--- src/verilog/boot_elect_consts.svh ---
// Overview of operation
// - election only after power-up or hard reset
// - soft init: flag picks firmware or wait
// - unique identifier, 32 or 8 bits, stored
// - arbitration priority derived from identifier
// - self-test first, then selection
// - new variant: quiet request line, issue nop
// - nop winner sets flag, fetches reset vector
// - nop losers clear flag, wait startup
// - old variant: first own select wins
// - final select: only flagged processor fetches
// - startup vector placed in address bits 19:12
// - halted: only init, nmi, smi, snoop, clock-stop
// - controller enable bit 8, zero at reset
// - mapped mode identifier in top byte
// - flag set only in elected boot processor
`ifndef BOOT_ELECT_CONSTS_SVH
`define BOOT_ELECT_CONSTS_SVH

// firmware entry after election
`define RESET_VECTOR      32'hFFFF_FFF0
// startup page vector position
`define STARTUP_VEC_LSB   12
// narrow identifier width without extended enumeration
`define ID_NARROW_W       8
// identifier byte position in mapped mode
`define MMIO_ID_LSB       24
// controller enable field in the spurious vector register
`define CTRL_ENABLE_BIT   8
// spurious vector register reset value
`define SVR_RESET         32'h0000_0000
// cycles without a request-line edge that count as quiet
`define BNR_QUIET_CYCLES  6'h10

`endif

--- src/verilog/boot_elect_pkg.sv ---
package boot_elect_pkg;

  // controller state of one logical processor
  typedef enum logic [3:0] {
    ST_RESET      = 4'h0,
    ST_SELFTEST   = 4'h1,
    ST_WATCH_BNR  = 4'h2,
    ST_ARB_NOP    = 4'h3,
    ST_SEND_SEL   = 4'h4,
    ST_WAIT_SEL   = 4'h5,
    ST_SEND_FIN   = 4'h6,
    ST_WAIT_FIN   = 4'h7,
    ST_RUN_BOOT   = 4'h8,
    ST_WAIT_START = 4'h9,
    ST_RUN_SEC    = 4'hA,
    ST_HALTED     = 4'hB
  } elect_state_t;

  // message kinds on the inter-processor message path
  typedef enum logic [1:0] {
    MSG_BOOT_SELECT  = 2'h0,
    MSG_FINAL_SELECT = 2'h1,
    MSG_STARTUP      = 2'h2,
    MSG_SOFT_INIT    = 2'h3
  } msg_kind_t;

  // one message, broadcast or received
  typedef struct packed {
    logic        valid;
    msg_kind_t   kind;
    logic [31:0] src_id;
    logic [7:0]  vector;
  } ipi_msg_t;

  // firmware fetch request toward the core
  typedef struct packed {
    logic        valid;
    logic [31:0] addr;
  } fetch_req_t;

endpackage : boot_elect_pkg

--- src/verilog/controller_regs.sv ---
`include "boot_elect_consts.svh"

module controller_regs (
  // clock and reset
  input  wire logic        mclk_i,
  input  wire logic        rst_i,
  // identifier load
  input  wire logic        id_load_i,
  input  wire logic        id_wide_i,
  input  wire logic [31:0] id_value_i,
  // spurious vector register write
  input  wire logic        svr_wr_i,
  input  wire logic [31:0] svr_wdata_i,
  // stored values
  output logic      [31:0] id_q_o,
  output logic      [31:0] svr_q_o
);

  // identifier register, narrowed when enumeration is narrow
  always_ff @(posedge mclk_i)
  begin
    if (rst_i)
      id_q_o <= 32'h0000_0000;
    else if (id_load_i)
      id_q_o <= id_wide_i ? id_value_i
                          : {24'h00_0000, id_value_i[`ID_NARROW_W-1:0]};
  end

  // spurious vector register, enable bit clear at reset
  always_ff @(posedge mclk_i)
  begin
    if (rst_i)
      svr_q_o <= `SVR_RESET;
    else if (svr_wr_i)
      svr_q_o <= svr_wdata_i;
  end

endmodule : controller_regs

--- src/verilog/boot_election.sv ---
`include "boot_elect_consts.svh"

module boot_election (
  // clock and hard reset
  input  wire logic                  mclk_i,
  input  wire logic                  rst_i,
  // topology strap and mode
  input  wire logic [31:0]           topo_id_i,
  input  wire logic                  ext_topology_i,
  input  wire logic                  new_variant_i,
  // self-test
  output logic                       built_in_self_test_start_o,
  input  wire logic                  built_in_self_test_done_i,
  // system bus election
  input  wire logic                  block_next_request_line_i,
  output logic                       nop_req_o,
  output logic [31:0]                arb_priority_o,
  input  wire logic                  nop_won_i,
  input  wire logic                  nop_lost_i,
  // message path
  output boot_elect_pkg::ipi_msg_t   msg_tx_o,
  input  wire logic                  msg_tx_ready_i,
  input  wire boot_elect_pkg::ipi_msg_t msg_rx_i,
  // core side
  output boot_elect_pkg::fetch_req_t fetch_o,
  input  wire logic                  core_halt_i,
  // interrupt and bus event requests
  input  wire logic                  intr_i,
  input  wire logic                  nmi_i,
  input  wire logic                  system_management_interrupt_i,
  input  wire logic                  snoop_i,
  input  wire logic                  clock_stop_request_i,
  output logic                       intr_take_o,
  output logic                       nmi_take_o,
  output logic                       smi_take_o,
  output logic                       snoop_take_o,
  output logic                       clock_stop_take_o,
  // spurious vector register access
  input  wire logic                  svr_wr_i,
  input  wire logic [31:0]           svr_wdata_i,
  // status
  output logic                       boot_processor_o,
  output logic                       elect_done_o,
  output logic                       ctrl_enable_o,
  output logic [31:0]                processor_identifier_o,
  output logic [31:0]                mmio_identifier_o,
  output boot_elect_pkg::elect_state_t state_o
);

  boot_elect_pkg::elect_state_t state_q;      // controller state
  boot_elect_pkg::elect_state_t state_d;      // next state
  logic                         flag_q;       // boot-processor flag
  logic                         done_q;       // election finished
  logic                         bnr_prev_q;   // request line last cycle
  logic [5:0]                   quiet_q;      // cycles without an edge
  logic [31:0]                  id_q;         // stored identifier
  logic [31:0]                  svr_q;        // spurious vector register
  logic                         rx_sel;       // boot select arriving
  logic                         rx_fin;       // final select arriving
  logic                         rx_start;     // startup message arriving
  logic                         soft_init;    // soft init arriving
  logic                         bnr_quiet;    // request line settled

  // startup address from an 8-bit page vector
  function automatic logic [31:0] startup_addr(input logic [7:0] vec);
    startup_addr = {12'h000, vec, 12'h000};
  endfunction : startup_addr

  // priority follows the identifier, unique as it is
  function automatic logic [31:0] prio_of(input logic [31:0] id);
    prio_of = id;
  endfunction : prio_of

  // decode of the received message
  assign rx_sel    = msg_rx_i.valid && (msg_rx_i.kind == boot_elect_pkg::MSG_BOOT_SELECT);
  assign rx_fin    = msg_rx_i.valid && (msg_rx_i.kind == boot_elect_pkg::MSG_FINAL_SELECT);
  assign rx_start  = msg_rx_i.valid && (msg_rx_i.kind == boot_elect_pkg::MSG_STARTUP);
  assign soft_init = msg_rx_i.valid && (msg_rx_i.kind == boot_elect_pkg::MSG_SOFT_INIT);
  assign bnr_quiet = (quiet_q == `BNR_QUIET_CYCLES);

  // identifier and enable register store
  controller_regs u_regs (
    .mclk_i      (mclk_i),
    .rst_i       (rst_i),
    .id_load_i   (state_q == boot_elect_pkg::ST_RESET),
    .id_wide_i   (ext_topology_i),
    .id_value_i  (topo_id_i),
    .svr_wr_i    (svr_wr_i),
    .svr_wdata_i (svr_wdata_i),
    .id_q_o      (id_q),
    .svr_q_o     (svr_q)
  );

  // next state
  always_comb
  begin
    state_d = state_q;
    if (soft_init && done_q)
    begin
      // no new election after it completed
      state_d = flag_q ? boot_elect_pkg::ST_RUN_BOOT
                       : boot_elect_pkg::ST_WAIT_START;
    end
    else
    begin
      unique case (state_q)
        boot_elect_pkg::ST_RESET:
          state_d = boot_elect_pkg::ST_SELFTEST;
        boot_elect_pkg::ST_SELFTEST:
          // selection waits for the self-test
          if (built_in_self_test_done_i)
            state_d = new_variant_i ? boot_elect_pkg::ST_WATCH_BNR
                                    : boot_elect_pkg::ST_SEND_SEL;
        boot_elect_pkg::ST_WATCH_BNR:
          if (bnr_quiet)
            state_d = boot_elect_pkg::ST_ARB_NOP;
        boot_elect_pkg::ST_ARB_NOP:
          if (nop_won_i)
            state_d = boot_elect_pkg::ST_RUN_BOOT;
          else if (nop_lost_i)
            state_d = boot_elect_pkg::ST_WAIT_START;
        boot_elect_pkg::ST_SEND_SEL:
          // a select seen first decides: own source wins, any other processor's source loses
          if (rx_sel)
            state_d = (msg_rx_i.src_id == id_q) ? boot_elect_pkg::ST_SEND_FIN
                                                : boot_elect_pkg::ST_WAIT_START;
          else if (msg_tx_ready_i)
            state_d = boot_elect_pkg::ST_WAIT_SEL;
        boot_elect_pkg::ST_WAIT_SEL:
          if (rx_sel)
            state_d = (msg_rx_i.src_id == id_q) ? boot_elect_pkg::ST_SEND_FIN
                                                : boot_elect_pkg::ST_WAIT_START;
        boot_elect_pkg::ST_SEND_FIN:
          if (msg_tx_ready_i)
            state_d = boot_elect_pkg::ST_WAIT_FIN;
        boot_elect_pkg::ST_WAIT_FIN:
          // only the flagged processor answers the final select
          if (rx_fin && flag_q)
            state_d = boot_elect_pkg::ST_RUN_BOOT;
        boot_elect_pkg::ST_RUN_BOOT:
          state_d = boot_elect_pkg::ST_RUN_BOOT;
        boot_elect_pkg::ST_WAIT_START:
          // everything but a startup message is ignored
          if (rx_start)
            state_d = boot_elect_pkg::ST_RUN_SEC;
        boot_elect_pkg::ST_RUN_SEC:
          if (core_halt_i)
            state_d = boot_elect_pkg::ST_HALTED;
        boot_elect_pkg::ST_HALTED:
          state_d = boot_elect_pkg::ST_HALTED;
        default:
          state_d = boot_elect_pkg::ST_RESET;
      endcase
    end
  end

  // state register
  always_ff @(posedge mclk_i)
  begin
    if (rst_i)
      state_q <= boot_elect_pkg::ST_RESET;
    else
      state_q <= state_d;
  end

  // boot-processor flag, set only on a win
  always_ff @(posedge mclk_i)
  begin
    if (rst_i)
      flag_q <= 1'b0;
    else if (state_q == boot_elect_pkg::ST_ARB_NOP && nop_won_i)
      flag_q <= 1'b1;
    else if ((state_q == boot_elect_pkg::ST_SEND_SEL || state_q == boot_elect_pkg::ST_WAIT_SEL)
             && rx_sel && (msg_rx_i.src_id == id_q))
      flag_q <= 1'b1;
  end

  // election-finished marker, held until hard reset
  always_ff @(posedge mclk_i)
  begin
    if (rst_i)
      done_q <= 1'b0;
    else if (state_d == boot_elect_pkg::ST_RUN_BOOT || state_d == boot_elect_pkg::ST_WAIT_START)
      done_q <= 1'b1;
  end

  // request-line quiet detector
  always_ff @(posedge mclk_i)
  begin
    if (rst_i)
    begin
      bnr_prev_q <= 1'b0;
      quiet_q    <= 6'h00;
    end
    else
    begin
      bnr_prev_q <= block_next_request_line_i;
      if (state_q != boot_elect_pkg::ST_WATCH_BNR)
        quiet_q <= 6'h00;
      else if (block_next_request_line_i != bnr_prev_q)
        quiet_q <= 6'h00;
      else if (!bnr_quiet)
        quiet_q <= quiet_q + 6'h01;
    end
  end

  // firmware fetch request, one cycle on entry to a run state
  always_ff @(posedge mclk_i)
  begin
    if (rst_i)
      fetch_o <= '0;
    else if (state_d == boot_elect_pkg::ST_RUN_BOOT && (state_q != state_d || soft_init))
      fetch_o <= '{valid: 1'b1, addr: `RESET_VECTOR};
    else if (state_q == boot_elect_pkg::ST_WAIT_START && rx_start && !soft_init)
      fetch_o <= '{valid: 1'b1, addr: startup_addr(msg_rx_i.vector)};
    else
      fetch_o <= '{valid: 1'b0, addr: fetch_o.addr};
  end

  // self-test start pulse
  always_ff @(posedge mclk_i)
  begin
    if (rst_i)
      built_in_self_test_start_o <= 1'b0;
    else
      built_in_self_test_start_o <= (state_q == boot_elect_pkg::ST_RESET);
  end

  // outgoing select messages, held until taken
  always_comb
  begin
    msg_tx_o        = '0;
    msg_tx_o.src_id = id_q;
    if (state_q == boot_elect_pkg::ST_SEND_SEL)
    begin
      msg_tx_o.valid = 1'b1;
      msg_tx_o.kind  = boot_elect_pkg::MSG_BOOT_SELECT;
    end
    else if (state_q == boot_elect_pkg::ST_SEND_FIN)
    begin
      msg_tx_o.valid = 1'b1;
      msg_tx_o.kind  = boot_elect_pkg::MSG_FINAL_SELECT;
    end
  end

  // bus election request and priority
  assign nop_req_o      = (state_q == boot_elect_pkg::ST_ARB_NOP);
  assign arb_priority_o = prio_of(id_q);

  // event acceptance; halted takes only init, nmi, smi, snoop, clock-stop
  assign intr_take_o = intr_i && (state_q == boot_elect_pkg::ST_RUN_BOOT ||
                                  state_q == boot_elect_pkg::ST_RUN_SEC);
  assign nmi_take_o  = nmi_i && (state_q == boot_elect_pkg::ST_RUN_BOOT ||
                                 state_q == boot_elect_pkg::ST_RUN_SEC ||
                                 state_q == boot_elect_pkg::ST_HALTED);
  assign smi_take_o  = system_management_interrupt_i &&
                       (state_q == boot_elect_pkg::ST_RUN_BOOT ||
                        state_q == boot_elect_pkg::ST_RUN_SEC ||
                        state_q == boot_elect_pkg::ST_HALTED);
  assign snoop_take_o      = snoop_i;
  assign clock_stop_take_o = clock_stop_request_i;

  // status views
  assign boot_processor_o       = flag_q;
  assign elect_done_o           = done_q;
  assign ctrl_enable_o          = svr_q[`CTRL_ENABLE_BIT];
  assign processor_identifier_o = id_q;
  assign mmio_identifier_o      = {id_q[7:0], 24'h00_0000};
  assign state_o                = state_q;

endmodule : boot_election

--- config.mk ---
export PLATFORM = sky130hd
export DESIGN_NAME = boot_election
export DESIGN_NICKNAME = d
export VERILOG_FILES = /design/src/verilog/boot_elect_pkg.sv /design/src/verilog/controller_regs.sv /design/src/verilog/boot_election.sv
export VERILOG_INCLUDE_DIRS = /design/src /design/src/verilog
export SDC_FILE = /design/constraint.sdc
export NUM_CORES = 1
export LEC_CHECK = 0
export BUFFER_PORTS_ARGS = -buffer_cell sky130_fd_sc_hd__buf_2
export CORE_AREA = 8 8 115 117
export DETAILED_ROUTE_END_ITERATION = 8
export DIE_AREA = 0 0 123 125
export GPL_TIMING_DRIVEN = 0
export HOLD_SLACK_MARGIN = 0.03
export PLACE_DENSITY = 0.71
export SLEW_MARGIN = 20
export SYNTH_ARGS = -nofsm -noshare
export SYNTH_HDL_FRONTEND = slang
export SYNTH_SLANG_ARGS = --single-unit
--- constraint.sdc ---
create_clock -name mclk_i -period 1.62 [get_ports mclk_i]
set_input_delay 0.081 -clock mclk_i [delete_from_list [all_inputs] [get_ports mclk_i]]
set_output_delay 0.081 -clock mclk_i [all_outputs]
set_load 0.005 [all_outputs]
==> results of run 1 <==
[timing repair]
| item | in CTS | in global routing |
|---|---|---|
| hold buffers | 35 | 0 |
| setup endpoints to repair | 40 | 45 |
| pin swaps | 23 | 10 |
| gates cloned | 1 | 0 |
| setup buffers | 20 | 2 |
| gates resized for setup | 39 | 26 |
| endpoints found under the hold margin | 34 | 0 |
[final cells by class]
type                    instances  area (um2)
inverters                       7        26.3
clock buffers                  12         256
flip-flops and latches         57        1220
repair buffers                296        1740
multi-input cells             248        1820
fillers                      1053        5310
plain buffers                 142        1040
clock inverters                 3        17.5
well taps                     147         184
[path summary, 6_finish.rpt]
path | start | to | slack (ns) | cells past startpoint
worst min register to register | elect_done_o$_SDFFE_PP0P_ | elect_done_o$_SDFFE_PP0P_ | 0.47 | 2
worst max register to register | u_regs.id_q_o[30]$_SDFFE_PP0P_ | fetch_o[16]$_SDFFE_PP0P_ | -0.34 | 8
worst max-delay path | u_regs.id_q_o[30]$_SDFFE_PP0P_ | fetch_o[16]$_SDFFE_PP0P_ | -0.34 | 8
worst min-delay path | msg_rx_i[0] | fetch_o[12]$_SDFFE_PP0P_ | 0.05 | 3
[critical path: stages (launching register included)]
cell	delay [ns]
sky130_fd_sc_hd__dfxtp_4	0.36
sky130_fd_sc_hd__xnor2_2	0.13
sky130_fd_sc_hd__nand4_1	0.19
sky130_fd_sc_hd__nor4_4	0.30
sky130_fd_sc_hd__buf_4	0.18
sky130_fd_sc_hd__nand3_2	0.07
sky130_fd_sc_hd__a211o_4	0.37
sky130_fd_sc_hd__buf_6	0.14
sky130_fd_sc_hd__o22ai_2	0.14
[kinds of logic after synthesis]
family | synth area share [%]
XOR/XNOR | 9.02
adder cells (fa/ha/maj) | 0.678
multiplexers | 2.44
flip-flops | 30.9
other | 0.102
buffers and inverters | 28.9
AND/OR/NAND/NOR | 14.3
AO/OA/AOI/OAI | 13.6
[flip-flops by register name, indices dropped and copies added (netlist names)]
register	flops
u_regs.svr_q_o	1
built_in_self_test_start_o	1
quiet_q	6
state_o	4
boot_processor_o	1
fetch_o	10
bnr_prev_q	1
elect_done_o	1
u_regs.id_q_o	32
[cells in the final DEF (no fill, tap or decap), types with 3 or more instances in the layout]
master / Yosys / routed
sky130_fd_sc_hd__buf_2: 6 / 242
sky130_fd_sc_hd__buf_4: 130 / 151
sky130_fd_sc_hd__conb_1: 1 / 37
sky130_fd_sc_hd__dlygate4sd3_1: 0 / 35
sky130_fd_sc_hd__nand2_1: 26 / 25
sky130_fd_sc_hd__a22o_1: 23 / 23
sky130_fd_sc_hd__xnor2_1: 36 / 22
sky130_fd_sc_hd__dfxtp_1: 57 / 22
sky130_fd_sc_hd__nor2_1: 21 / 21
sky130_fd_sc_hd__dfxtp_2: 0 / 21
sky130_fd_sc_hd__a21oi_1: 16 / 15
sky130_fd_sc_hd__xnor2_2: 0 / 14
sky130_fd_sc_hd__dfxtp_4: 0 / 14
sky130_fd_sc_hd__nand4_1: 11 / 11
sky130_fd_sc_hd__mux2i_1: 9 / 9
sky130_fd_sc_hd__clkbuf_16: 0 / 9
sky130_fd_sc_hd__nand3_1: 9 / 8
sky130_fd_sc_hd__inv_1: 7 / 7
sky130_fd_sc_hd__o22ai_1: 9 / 6
sky130_fd_sc_hd__clkbuf_1: 6 / 5
sky130_fd_sc_hd__buf_6: 1 / 4
sky130_fd_sc_hd__o22ai_2: 1 / 4
sky130_fd_sc_hd__nor3_1: 3 / 3
sky130_fd_sc_hd__and3_1: 4 / 3
sky130_fd_sc_hd__nor4_4: 3 / 3
[power breakdown]
part / internal, mW / total [mW] / switching (mW)
Sequential: 1.56 / 1.75 / 0.190
Clock: 1.10 / 1.73 / 0.628
Combinational: 1.12 / 1.91 / 0.794
Total: 3.77 / 5.39 / 1.61
[layer usage]
metal	vias to the layer above	global-route usage, %
met1	1777	18.6
met2	161	29.8
met4	0	4.54
li1	1958	-
met5	-	0
met3	10	4.14
[synthesized netlist by cell type (all sizes together)]
master,n,share of area [%]
buf,137,28
dfxtp,57,31
xnor2,36,8.5
nand2,26,2.6
a22o,24,5.7
nor2,22,2.3
a21oi,16,2.2
nand4,11,1.9
o22ai,10,1.9
mux2i,9,2.4
nand3,9,1.2
inv,7,0.71
clkbuf,6,0.61
and3,4,0.68
nor2b,4,0.68
nor4,4,1.9
nand2b,3,0.51
nor3,3,0.41
a21boi,2,0.41
and2,2,0.37
ha,2,0.68
o211ai,2,0.54
or2,2,0.34
xor2,2,0.47
a2111o,1,0.31
a2111oi,1,0.24
a211o,1,0.24
a311oi,1,0.24
a31oi,1,0.17
a41o,1,0.27
a41oi,1,0.24
and3b,1,0.24
and4b,1,0.27
conb,1,0.10
nand3b,1,0.20
nor3b,1,0.20
nor4b,1,0.24
o21ai,1,0.14
o21ba,1,0.27
o221ai,1,0.24
o32a,1,0.27
o32ai,1,0.24
or4b,1,0.27
[through the flow]
stage / total power [mW] / cells / setup slack, ns
after floorplan: 2.72 / 455 / -0.0492
after global placement: 3.40 / 840 / -0.729
after detailed placement: 3.41 / 840 / -0.649
after CTS: 5.38 / 910 / -0.343
after global routing: 5.70 / 912 / -0.416
final: 5.39 / 912 / -0.339
==> impl_metrics.tcl, run 1 <==
set metrics [dict create \
    run_status "complete, but fails checks" \
    violations_in_the_final_reports "negative setup slack" \
    clock_path_buffers 2 \
    endpoint_arrival_time_on_the_critical_path_ns 2.20 \
    design.final.nets 886 \
    yosys_register_bits 57 \
    globalRoute.totalOverflow 0 \
    critical_path.endpoint_type "flip-flop" \
    maxClockFrequency_mhz 510 \
    worstSkewPairLatency_ns 0.32 \
    power_leakage_nw 3.44 \
    fin_ws_ns -0.339 \
    kind_of_start_point_of_the_critical_path "flip-flop" \
    grt_usage_pct 16.5 \
    routed_wl_mm 13.5 \
    clock_tree_from_tritoncts "built" \
    hold-worst-slack_ns 0.0478 \
    worst_pin_slew_ns 0.671 \
    timing.critical_path.required_ns 1.86 \
    critical_path_class "reg2reg" \
    buffer_type_at_the_clock_tree_root "sky130_fd_sc_hd__clkbuf_16" \
    coreArea_mm2 0.0116 \
    layout-drive-gt1-share_pct 63.7 \
    route.met3.wl_mm 1.05 \
    drt-pass1-iter-count 4 \
    skew_ns 0.0127 \
    start_util_pct 31.8 \
    ys_seq_area_share_pct 30.9 \
    avgViaCountPerCell 4.28 \
    layout.cell_area.non_filler_mm2 0.00630 \
    postSynthCellCount 419 \
    die_h_um 125 \
    antenna_found_initial 0 \
    vias 3906 \
    synth_warnings 0 \
    finalWeightedCongestion 0.819 \
    final_worst_path_period_need_ns 1.96 \
    detail_route.wirelength.met1_mm 5.21 \
    setup-tns-final_ns -6.46 \
    die-width_um 123 \
    rows 40 \
    synthToLayoutAreaGrowth_pct 70.9 \
    dr.max_layer_used "met4" \
    detailedPlacementHpwl_mm 10.2 \
    critical_path.max_fanout 5 \
    place_area_mm2 0.00526 \
    rsz0062_at_grt "true" \
    cts.sink_count 57 \
    drt.antenna.violating_nets 0 \
    postSynthAreaPerCell_um2 8.80 \
    dr.first_iter.drc_count 146 \
    min_period_over_period_pct 121 \
    routed_wire_length_per_instance_um 14.8 \
    cts_max_level 3 \
    n_antenna_cell 0 \
    vdd.ir_drop.worst_uv 403 \
    powerDensity_mw_per_mm2 855 \
    maxSlewViolCount 0 \
    die_area_mm2 0.0154 \
    wl_met2_mm 7.08 \
    placement.io_buffers 238 \
    drv.max_cap_violation_count 0 \
    grt_start_max_net_pins 22 \
    io_pins 309 \
    postLayoutCoreUtil_pct 54.3 \
    synthesis.area_mm2 0.00369 \
    report.final.setup_viol 36 \
    grt_pass1_wl_mm 20.3 \
    max_slew_margin_pct 55.1 \
    drc_errors 0 \
    clock_transition_at_path_regs_ns 0.06 \
    cts_buffers 9 \
    yosysUniqueCellTypes 51 \
    timing_hold_violations_final 0 \
    grt_pass1_vias 3911 \
    hold_path_class "in2reg" \
]
(Power assumes the default switching activity.)
==> run 2, diff against run 1 <==
--- a/config.mk
+++ b/config.mk
@@ -12,7 +12,7 @@
 export DIE_AREA = 0 0 123 125
 export GPL_TIMING_DRIVEN = 0
 export HOLD_SLACK_MARGIN = 0.03
-export PLACE_DENSITY = 0.71
+export PLACE_DENSITY = 0.75
 export SLEW_MARGIN = 20
 export SYNTH_ARGS = -nofsm -noshare
 export SYNTH_HDL_FRONTEND = slang
==> constraint.sdc (replaced) <==
create_clock -name mclk_i -period 1.6 [get_ports mclk_i]
set_input_delay 0.08 -clock mclk_i [delete_from_list [all_inputs] [get_ports mclk_i]]
set_output_delay 0.08 -clock mclk_i [all_outputs]
set_load 0.005 [all_outputs]
==> run 2 against run 1 <==
Net effect:
- the run still ends with negative setup slack left
- hold slack lost 0.0046 ns
- sequential cell count is the same
- power grew 11%
- die area is the same
- combinational power grew 3%
- wire length grew 3.6%
- highest routed layer unchanged
- maximum frequency grew 1.6%
- largest cell class unchanged
- critical endpoint unchanged
- design area grew 1.2%
- clock-buffer cell count shrank 2
- register-to-register slack is essentially flat
==> impl_metrics.tcl, run 2 (synthesized netlist as in run 1, its figures left out) <==
set metrics [dict create \
    worstSkewPairLatency_ns 0.32 \
    place_worst_setup_slack_ns -0.653 \
    r2r-start "u_regs.id_q_o[8]$_SDFFE_PP0P_" \
    max_slew_margin_pct 54.6 \
    die-width_um 123 \
    drt.antenna.violating_nets 0 \
    layout.cell_area.non_filler_mm2 0.00638 \
    violations_in_the_final_reports "negative setup slack" \
    critical_path.max_fanout 5 \
    power_leakage_nw 3.49 \
    timing.critical_path.required_ns 1.84 \
    drt-pass1-iter-count 4 \
    powerDensity_mw_per_mm2 934 \
    coreArea_mm2 0.0116 \
    place_inst 840 \
    fin_ws_ns -0.329 \
    skew_ns 0.00496 \
    hold_path_class "in2reg" \
    n_antenna_cell 0 \
    multiInputGateArea_mm2 0.00184 \
    dr.first_iter.drc_count 162 \
    critical_path_class "reg2reg" \
    hold-worst-slack_ns 0.0432 \
    grt_pass1_vias 4032 \
    globalRoute.totalOverflow 0 \
    buffer_type_at_the_clock_tree_root "sky130_fd_sc_hd__clkbuf_16" \
    start_util_pct 31.8 \
    cts_buffers 9 \
    worst_pin_slew_ns 0.679 \
    clock_tree_from_tritoncts "built" \
    grt_pass1_wl_mm 21.0 \
    holdCritStartpoint "msg_rx_i[1]" \
    maxClockFrequency_mhz 518 \
    report.final.setup_viol 29 \
    critical_path.startpoint "u_regs.id_q_o[8]$_SDFFE_PP0P_" \
    drc_errors 0 \
    place_area_mm2 0.00526 \
    drv.max_cap_violation_count 0 \
    design.final.nets 885 \
    layout-drive-gt1-share_pct 64.1 \
    routed_wire_length_per_instance_um 15.3 \
    final_worst_path_period_need_ns 1.93 \
    timing_hold_violations_final 0 \
    critical_path.endpoint_type "flip-flop" \
    largest_register_ffs 32 \
    detailedPlacementHpwl_mm 10.4 \
    die_h_um 125 \
    die_area_mm2 0.0154 \
    cts.sink_count 57 \
    registers_with_the_most_flip_flops "u_regs.id_q_o: 32 flops, fetch_o: 10 flops, quiet_q: 6 flops" \
    min_period_over_period_pct 121 \
    layout.cells.most_common_list "sky130_fd_sc_hd__buf_2 (242), sky130_fd_sc_hd__buf_4 (152), sky130_fd_sc_hd__conb_1 (37), sky130_fd_sc_hd__dlygate4sd3_1 (35), sky130_fd_sc_hd__nand2_1 (25)" \
    run_status "complete, but fails checks" \
    avgViaCountPerCell 4.36 \
    antenna_found_initial 0 \
    synthToLayoutAreaGrowth_pct 73.0 \
    cts_max_level 3 \
    maxSlewViolCount 0 \
    clock_path_buffers 2 \
    finalWeightedCongestion 0.870 \
    most_common_cell_after_layout_fill_and_taps_aside "sky130_fd_sc_hd__buf_2" \
    rows 40 \
    largest_register "u_regs.id_q_o" \
    final_cells 912 \
    vdd.ir_drop.worst_uv 519 \
    routed_wl_mm 14.0 \
    grt_usage_pct 17.3 \
    clock_transition_at_path_regs_ns 0.05 \
    filler_cell_count 1043 \
    placement.io_buffers 238 \
    rsz0062_at_grt "true" \
    io_pins 309 \
    kind_of_start_point_of_the_critical_path "flip-flop" \
    layout.area.seq_mm2 0.00122 \
    endpoint_arrival_time_on_the_critical_path_ns 2.17 \
    vias 3975 \
    grt_start_max_net_pins 22 \
]
run 2: cell count changes in the layout (fill, tap and decap cells not counted), sizes merged:
cell      change
bufinv        +3
clkbuf        -2
buf           -1
clkinv        +1
clkinvlp      -1
run 2: worst max-delay path, cell delays in order, from the launching register on:
cell and delay, ns:
sky130_fd_sc_hd__dfxtp_1 0.42, sky130_fd_sc_hd__xnor2_1 0.15, sky130_fd_sc_hd__nand4_1 0.20, sky130_fd_sc_hd__nor4_4 0.18
sky130_fd_sc_hd__buf_4 0.17, sky130_fd_sc_hd__nand3_2 0.08, sky130_fd_sc_hd__a211o_4 0.37, sky130_fd_sc_hd__buf_6 0.14
sky130_fd_sc_hd__o22ai_2 0.13
run 2: path summary, 6_finish.rpt:
check | depth (start not counted) | slack (ns) | endpoint
max | 8 | -0.33 | fetch_o[16]$_SDFFE_PP0P_
min | 3 | 0.04 | fetch_o[13]$_SDFFE_PP0P_
max reg2reg | 8 | -0.33 | fetch_o[16]$_SDFFE_PP0P_
min reg2reg | 2 | 0.47 | elect_done_o$_SDFFE_PP0P_
run 2: cell type report:
type / instances / share of cell area, %
clock inverters: 6 / 1.65
flip-flops and latches: 57 / 19.1
multi-input cells: 248 / 28.8
clock buffers: 10 / 3.75
inverters: 7 / 0.412
plain buffers: 142 / 16.4
repair buffers: 295 / 27.0
well taps: 147 / 2.88
run 2: repair_timing:
item / in CTS / in global routing
endpoints found under the hold margin: 34 / 0
pin swaps: 13 / 8
gates cloned: 1 / 0
setup buffers: 17 / 4
hold buffers: 35 / 0
endpoints found under the setup margin: 48 / 38
resized for setup: 44 / 23
run 2: stage by stage:
stage               setup TNS (ns)  utilization [%]  total power, mW
global placement            -20.64             45.3             3.43
detailed placement          -20.90             45.3             3.45
floorplan                   -0.694                -             2.76
global route                 -7.58             54.9             6.28
finish                       -4.24             54.9             5.96
CTS                          -5.89             53.9             5.93
run 2: where the power goes:
part	internal (mW)	switching (mW)	total (mW)
logic	1.14	0.821	1.96
registers	1.57	0.194	1.77
clock network	1.55	0.677	2.23
run 2: metal layers:
metal  routed length (um)  track usage (%)  vias to the layer above
li1                     -                -                     1955
met1                 5190             18.2                     1857
met2                 7680             32.9                      152
met3                  966             4.05                       11
met4                  143             4.39                        0
met5                    0                0                        -
==> run 3, diff against run 2 <==
==> constraint.sdc (replaced) <==
create_clock -name mclk_i -period 1.6 [get_ports mclk_i]
set_input_delay 0.08 -clock mclk_i [delete_from_list [all_inputs] [get_ports mclk_i]]
set_output_delay 0.08 -clock mclk_i [all_outputs]
set_load 0.1 [all_outputs]
==> run 3 against run 2 <==
Net effect:
- highest routed layer unchanged
- power increased by 48%
- die area is the same
- first-iteration DRC count increased by 51%
- maximum frequency down 4.8%
- largest cell class unchanged
- register-to-register slack got worse by 0.098 ns
- the flow still finishes with violations (negative setup slack)
- design area decreased by 0.65%
- critical path depth decreased by 1
- clock skew up 0.0024 ns
- hold slack gained 0.0029 ns
- core utilization is 0.36 points lower
- combinational power grew to 2.5 times the previous value
- via count is 2.9% lower
==> impl_metrics.tcl, run 3 (synthesized netlist as in run 1, its figures left out) <==
set metrics [dict create \
    maxSlewViolCount 0 \
    final_cells 905 \
    vias 3858 \
    worst_pin_slew_ns 0.657 \
    finalWeightedCongestion 0.891 \
    regToRegEndpoint "state_o[0]$_SDFF_PP0_" \
    clock_path_buffers 2 \
    kind_of_start_point_of_the_critical_path "flip-flop" \
    place_inst 840 \
    largest_register "u_regs.id_q_o" \
    drv.max_cap_violation_count 0 \
    max_slew_margin_pct 56.2 \
    grt_usage_pct 16.5 \
    rsz0062_at_grt "true" \
    die_area_mm2 0.0154 \
    drt-pass1-iter-count 5 \
    postLayoutCoreUtil_pct 54.6 \
    layout.cell_area.non_filler_mm2 0.00634 \
    r2r-start "u_regs.id_q_o[12]$_SDFFE_PP0P_" \
    coreArea_mm2 0.0116 \
    most_common_cell_after_layout_fill_and_taps_aside "sky130_fd_sc_hd__buf_2" \
    vdd.ir_drop.worst_uv 1130 \
    timing_hold_violations_final 0 \
    hold_path_class "in2reg" \
    power_switching_share_pct 52.6 \
    maxClockFrequency_mhz 493 \
    drt.antenna.violating_nets 0 \
    net-switching-power_mw 4.65 \
    holdCritStartpoint "msg_rx_i[0]" \
    start_util_pct 31.8 \
    design_power_total_mw 8.84 \
    detailedPlacementHpwl_mm 10.6 \
    violations_in_the_final_reports "negative setup slack" \
    io_pins 309 \
    worst_r2r_path_depth 7 \
    die_h_um 125 \
    layout.cells.most_common_list "sky130_fd_sc_hd__buf_2 (232), sky130_fd_sc_hd__buf_4 (149), sky130_fd_sc_hd__conb_1 (37), sky130_fd_sc_hd__dfxtp_4 (37), sky130_fd_sc_hd__dlygate4sd3_1 (35)" \
    share_comb_of_total_power_pct 55.5 \
    cts.sink_count 57 \
    globalRoute.totalOverflow 0 \
    endpoint_arrival_time_on_the_critical_path_ns 2.23 \
    n_antenna_cell 0 \
    report.final.setup_viol 16 \
    skew_ns 0.00732 \
    internal-power_mw 4.19 \
    whs_endpoint "fetch_o[12]$_SDFFE_PP0P_" \
    number_of_cells_on_the_worst_hold_path 3 \
    grt_start_max_net_pins 22 \
    critical_path_class "reg2reg" \
    fin_ws_ns -0.427 \
    grt_pass1_wl_mm 20.2 \
    routed_wl_mm 13.6 \
    worstSkewPairLatency_ns 0.32 \
    antenna_found_initial 0 \
    drc_errors 0 \
    clock_transition_at_path_regs_ns 0.05 \
    rows 40 \
    powerDensity_mw_per_mm2 1390 \
    grt_pass1_vias 3810 \
    final_worst_path_period_need_ns 2.03 \
    critical_path.max_fanout 3 \
    buffer_type_at_the_clock_tree_root "sky130_fd_sc_hd__clkbuf_16" \
    layout-drive-gt1-share_pct 62.8 \
    dr.first_iter.drc_count 244 \
    p_clk_share_pct 24.5 \
    run_status "complete, but fails checks" \
    clock_tree_from_tritoncts "built" \
    critical_path.endpoint_type "flip-flop" \
    pwr-share-seq_pct 20.0 \
    min_period_over_period_pct 127 \
    routed_wire_length_per_instance_um 15.1 \
    r2r_slack_ns -0.43 \
    timing.critical_path.required_ns 1.81 \
    cts_max_level 3 \
    registers_with_the_most_flip_flops "u_regs.id_q_o: 32 flops, fetch_o: 10 flops, quiet_q: 6 flops" \
    place_area_mm2 0.00540 \
    largest_register_ffs 32 \
    avgViaCountPerCell 4.26 \
    cts_buffers 9 \
    synthToLayoutAreaGrowth_pct 71.8 \
    die-width_um 123 \
    design.final.nets 878 \
    hold-worst-slack_ns 0.0461 \
    placement.io_buffers 238 \
    power_leakage_nw 3.40 \
]
run 3: metal layers:
metal  wire length [um]  up-vias  track usage, %
met5                  0        -               0
met4                184        0            4.54
met3               1320       15            4.73
met2               7090      173            30.0
met1               5050     1726            18.0
li1                   -     1944               -
run 3: repair_timing:
| item | in CTS | in global routing |
|---|---|---|
| gates resized for setup | 18 | 16 |
| setup buffers | 8 | 6 |
| pin swaps | 6 | 4 |
| endpoints found under the hold margin | 34 | 0 |
| setup endpoints to repair | 46 | 51 |
| hold buffers | 35 | 0 |
run 3: cell type report:
type / count / area (um2)
clock inverter: 6 / 106
tap: 147 / 184
timing repair buffer: 287 / 1710
clock buffer: 10 / 229
multi-input combinational: 248 / 1740
sequential: 57 / 1280
fill: 1038 / 5270
inverter: 7 / 26.3
buffer: 143 / 1050
run 3: worst max-delay path by stage:
| stage | endpoint | slack, ns | start | cells past startpoint |
|---|---|---|---|---|
| after floorplan | fetch_o[12]$_SDFFE_PP0P_ | -0.29 | u_regs.id_q_o[23]$_SDFFE_PP0P_ | 7 |
| final | state_o[0]$_SDFF_PP0_ | -0.43 | u_regs.id_q_o[12]$_SDFFE_PP0P_ | 7 |
| after detailed placement | fetch_o[16]$_SDFFE_PP0P_ | -0.53 | u_regs.id_q_o[12]$_SDFFE_PP0P_ | 6 |
| after CTS | fetch_o[14]$_SDFFE_PP0P_ | -0.43 | u_regs.id_q_o[14]$_SDFFE_PP0P_ | 7 |
| after global routing | fetch_o[30]$_SDFFE_PP0P_ | -0.48 | u_regs.id_q_o[8]$_SDFFE_PP0P_ | 7 |
| after global placement | fetch_o[32]$_SDFF_PP0_ | -0.54 | u_regs.id_q_o[12]$_SDFFE_PP0P_ | 6 |
run 3: critical path: stages, from the launching register on:
cell	delay, ns
sky130_fd_sc_hd__dfxtp_4	0.36
sky130_fd_sc_hd__xnor2_4	0.20
sky130_fd_sc_hd__nand4_1	0.17
sky130_fd_sc_hd__nor4_4	0.43
sky130_fd_sc_hd__nand3_1	0.15
sky130_fd_sc_hd__a211o_1	0.33
sky130_fd_sc_hd__buf_4	0.15
sky130_fd_sc_hd__and2_4	0.14
run 3: power groups by stage:
| stage | Sequential (mW) | Combinational (mW) | Clock [mW] |
|---|---|---|---|
| 2_1_floorplan | 2.67 | 3.15 | 0 |
| 3_3_place_gp | 1.80 | 4.69 | 0 |
| 3_5_place_dp | 1.81 | 4.70 | 0 |
| 4_1_cts | 1.77 | 4.86 | 2.20 |
| 5_1_grt | 1.80 | 5.08 | 2.28 |
| 6_report | 1.77 | 4.91 | 2.16 |
run 3: per-stage QoR:
stage | TNS [ns] | setup slack (ns)
final | -5.29 | -0.427
after global routing | -8.46 | -0.481
after CTS | -5.74 | -0.428
after detailed placement | -15.19 | -0.527
after global placement | -14.50 | -0.540
after floorplan | -4.06 | -0.295
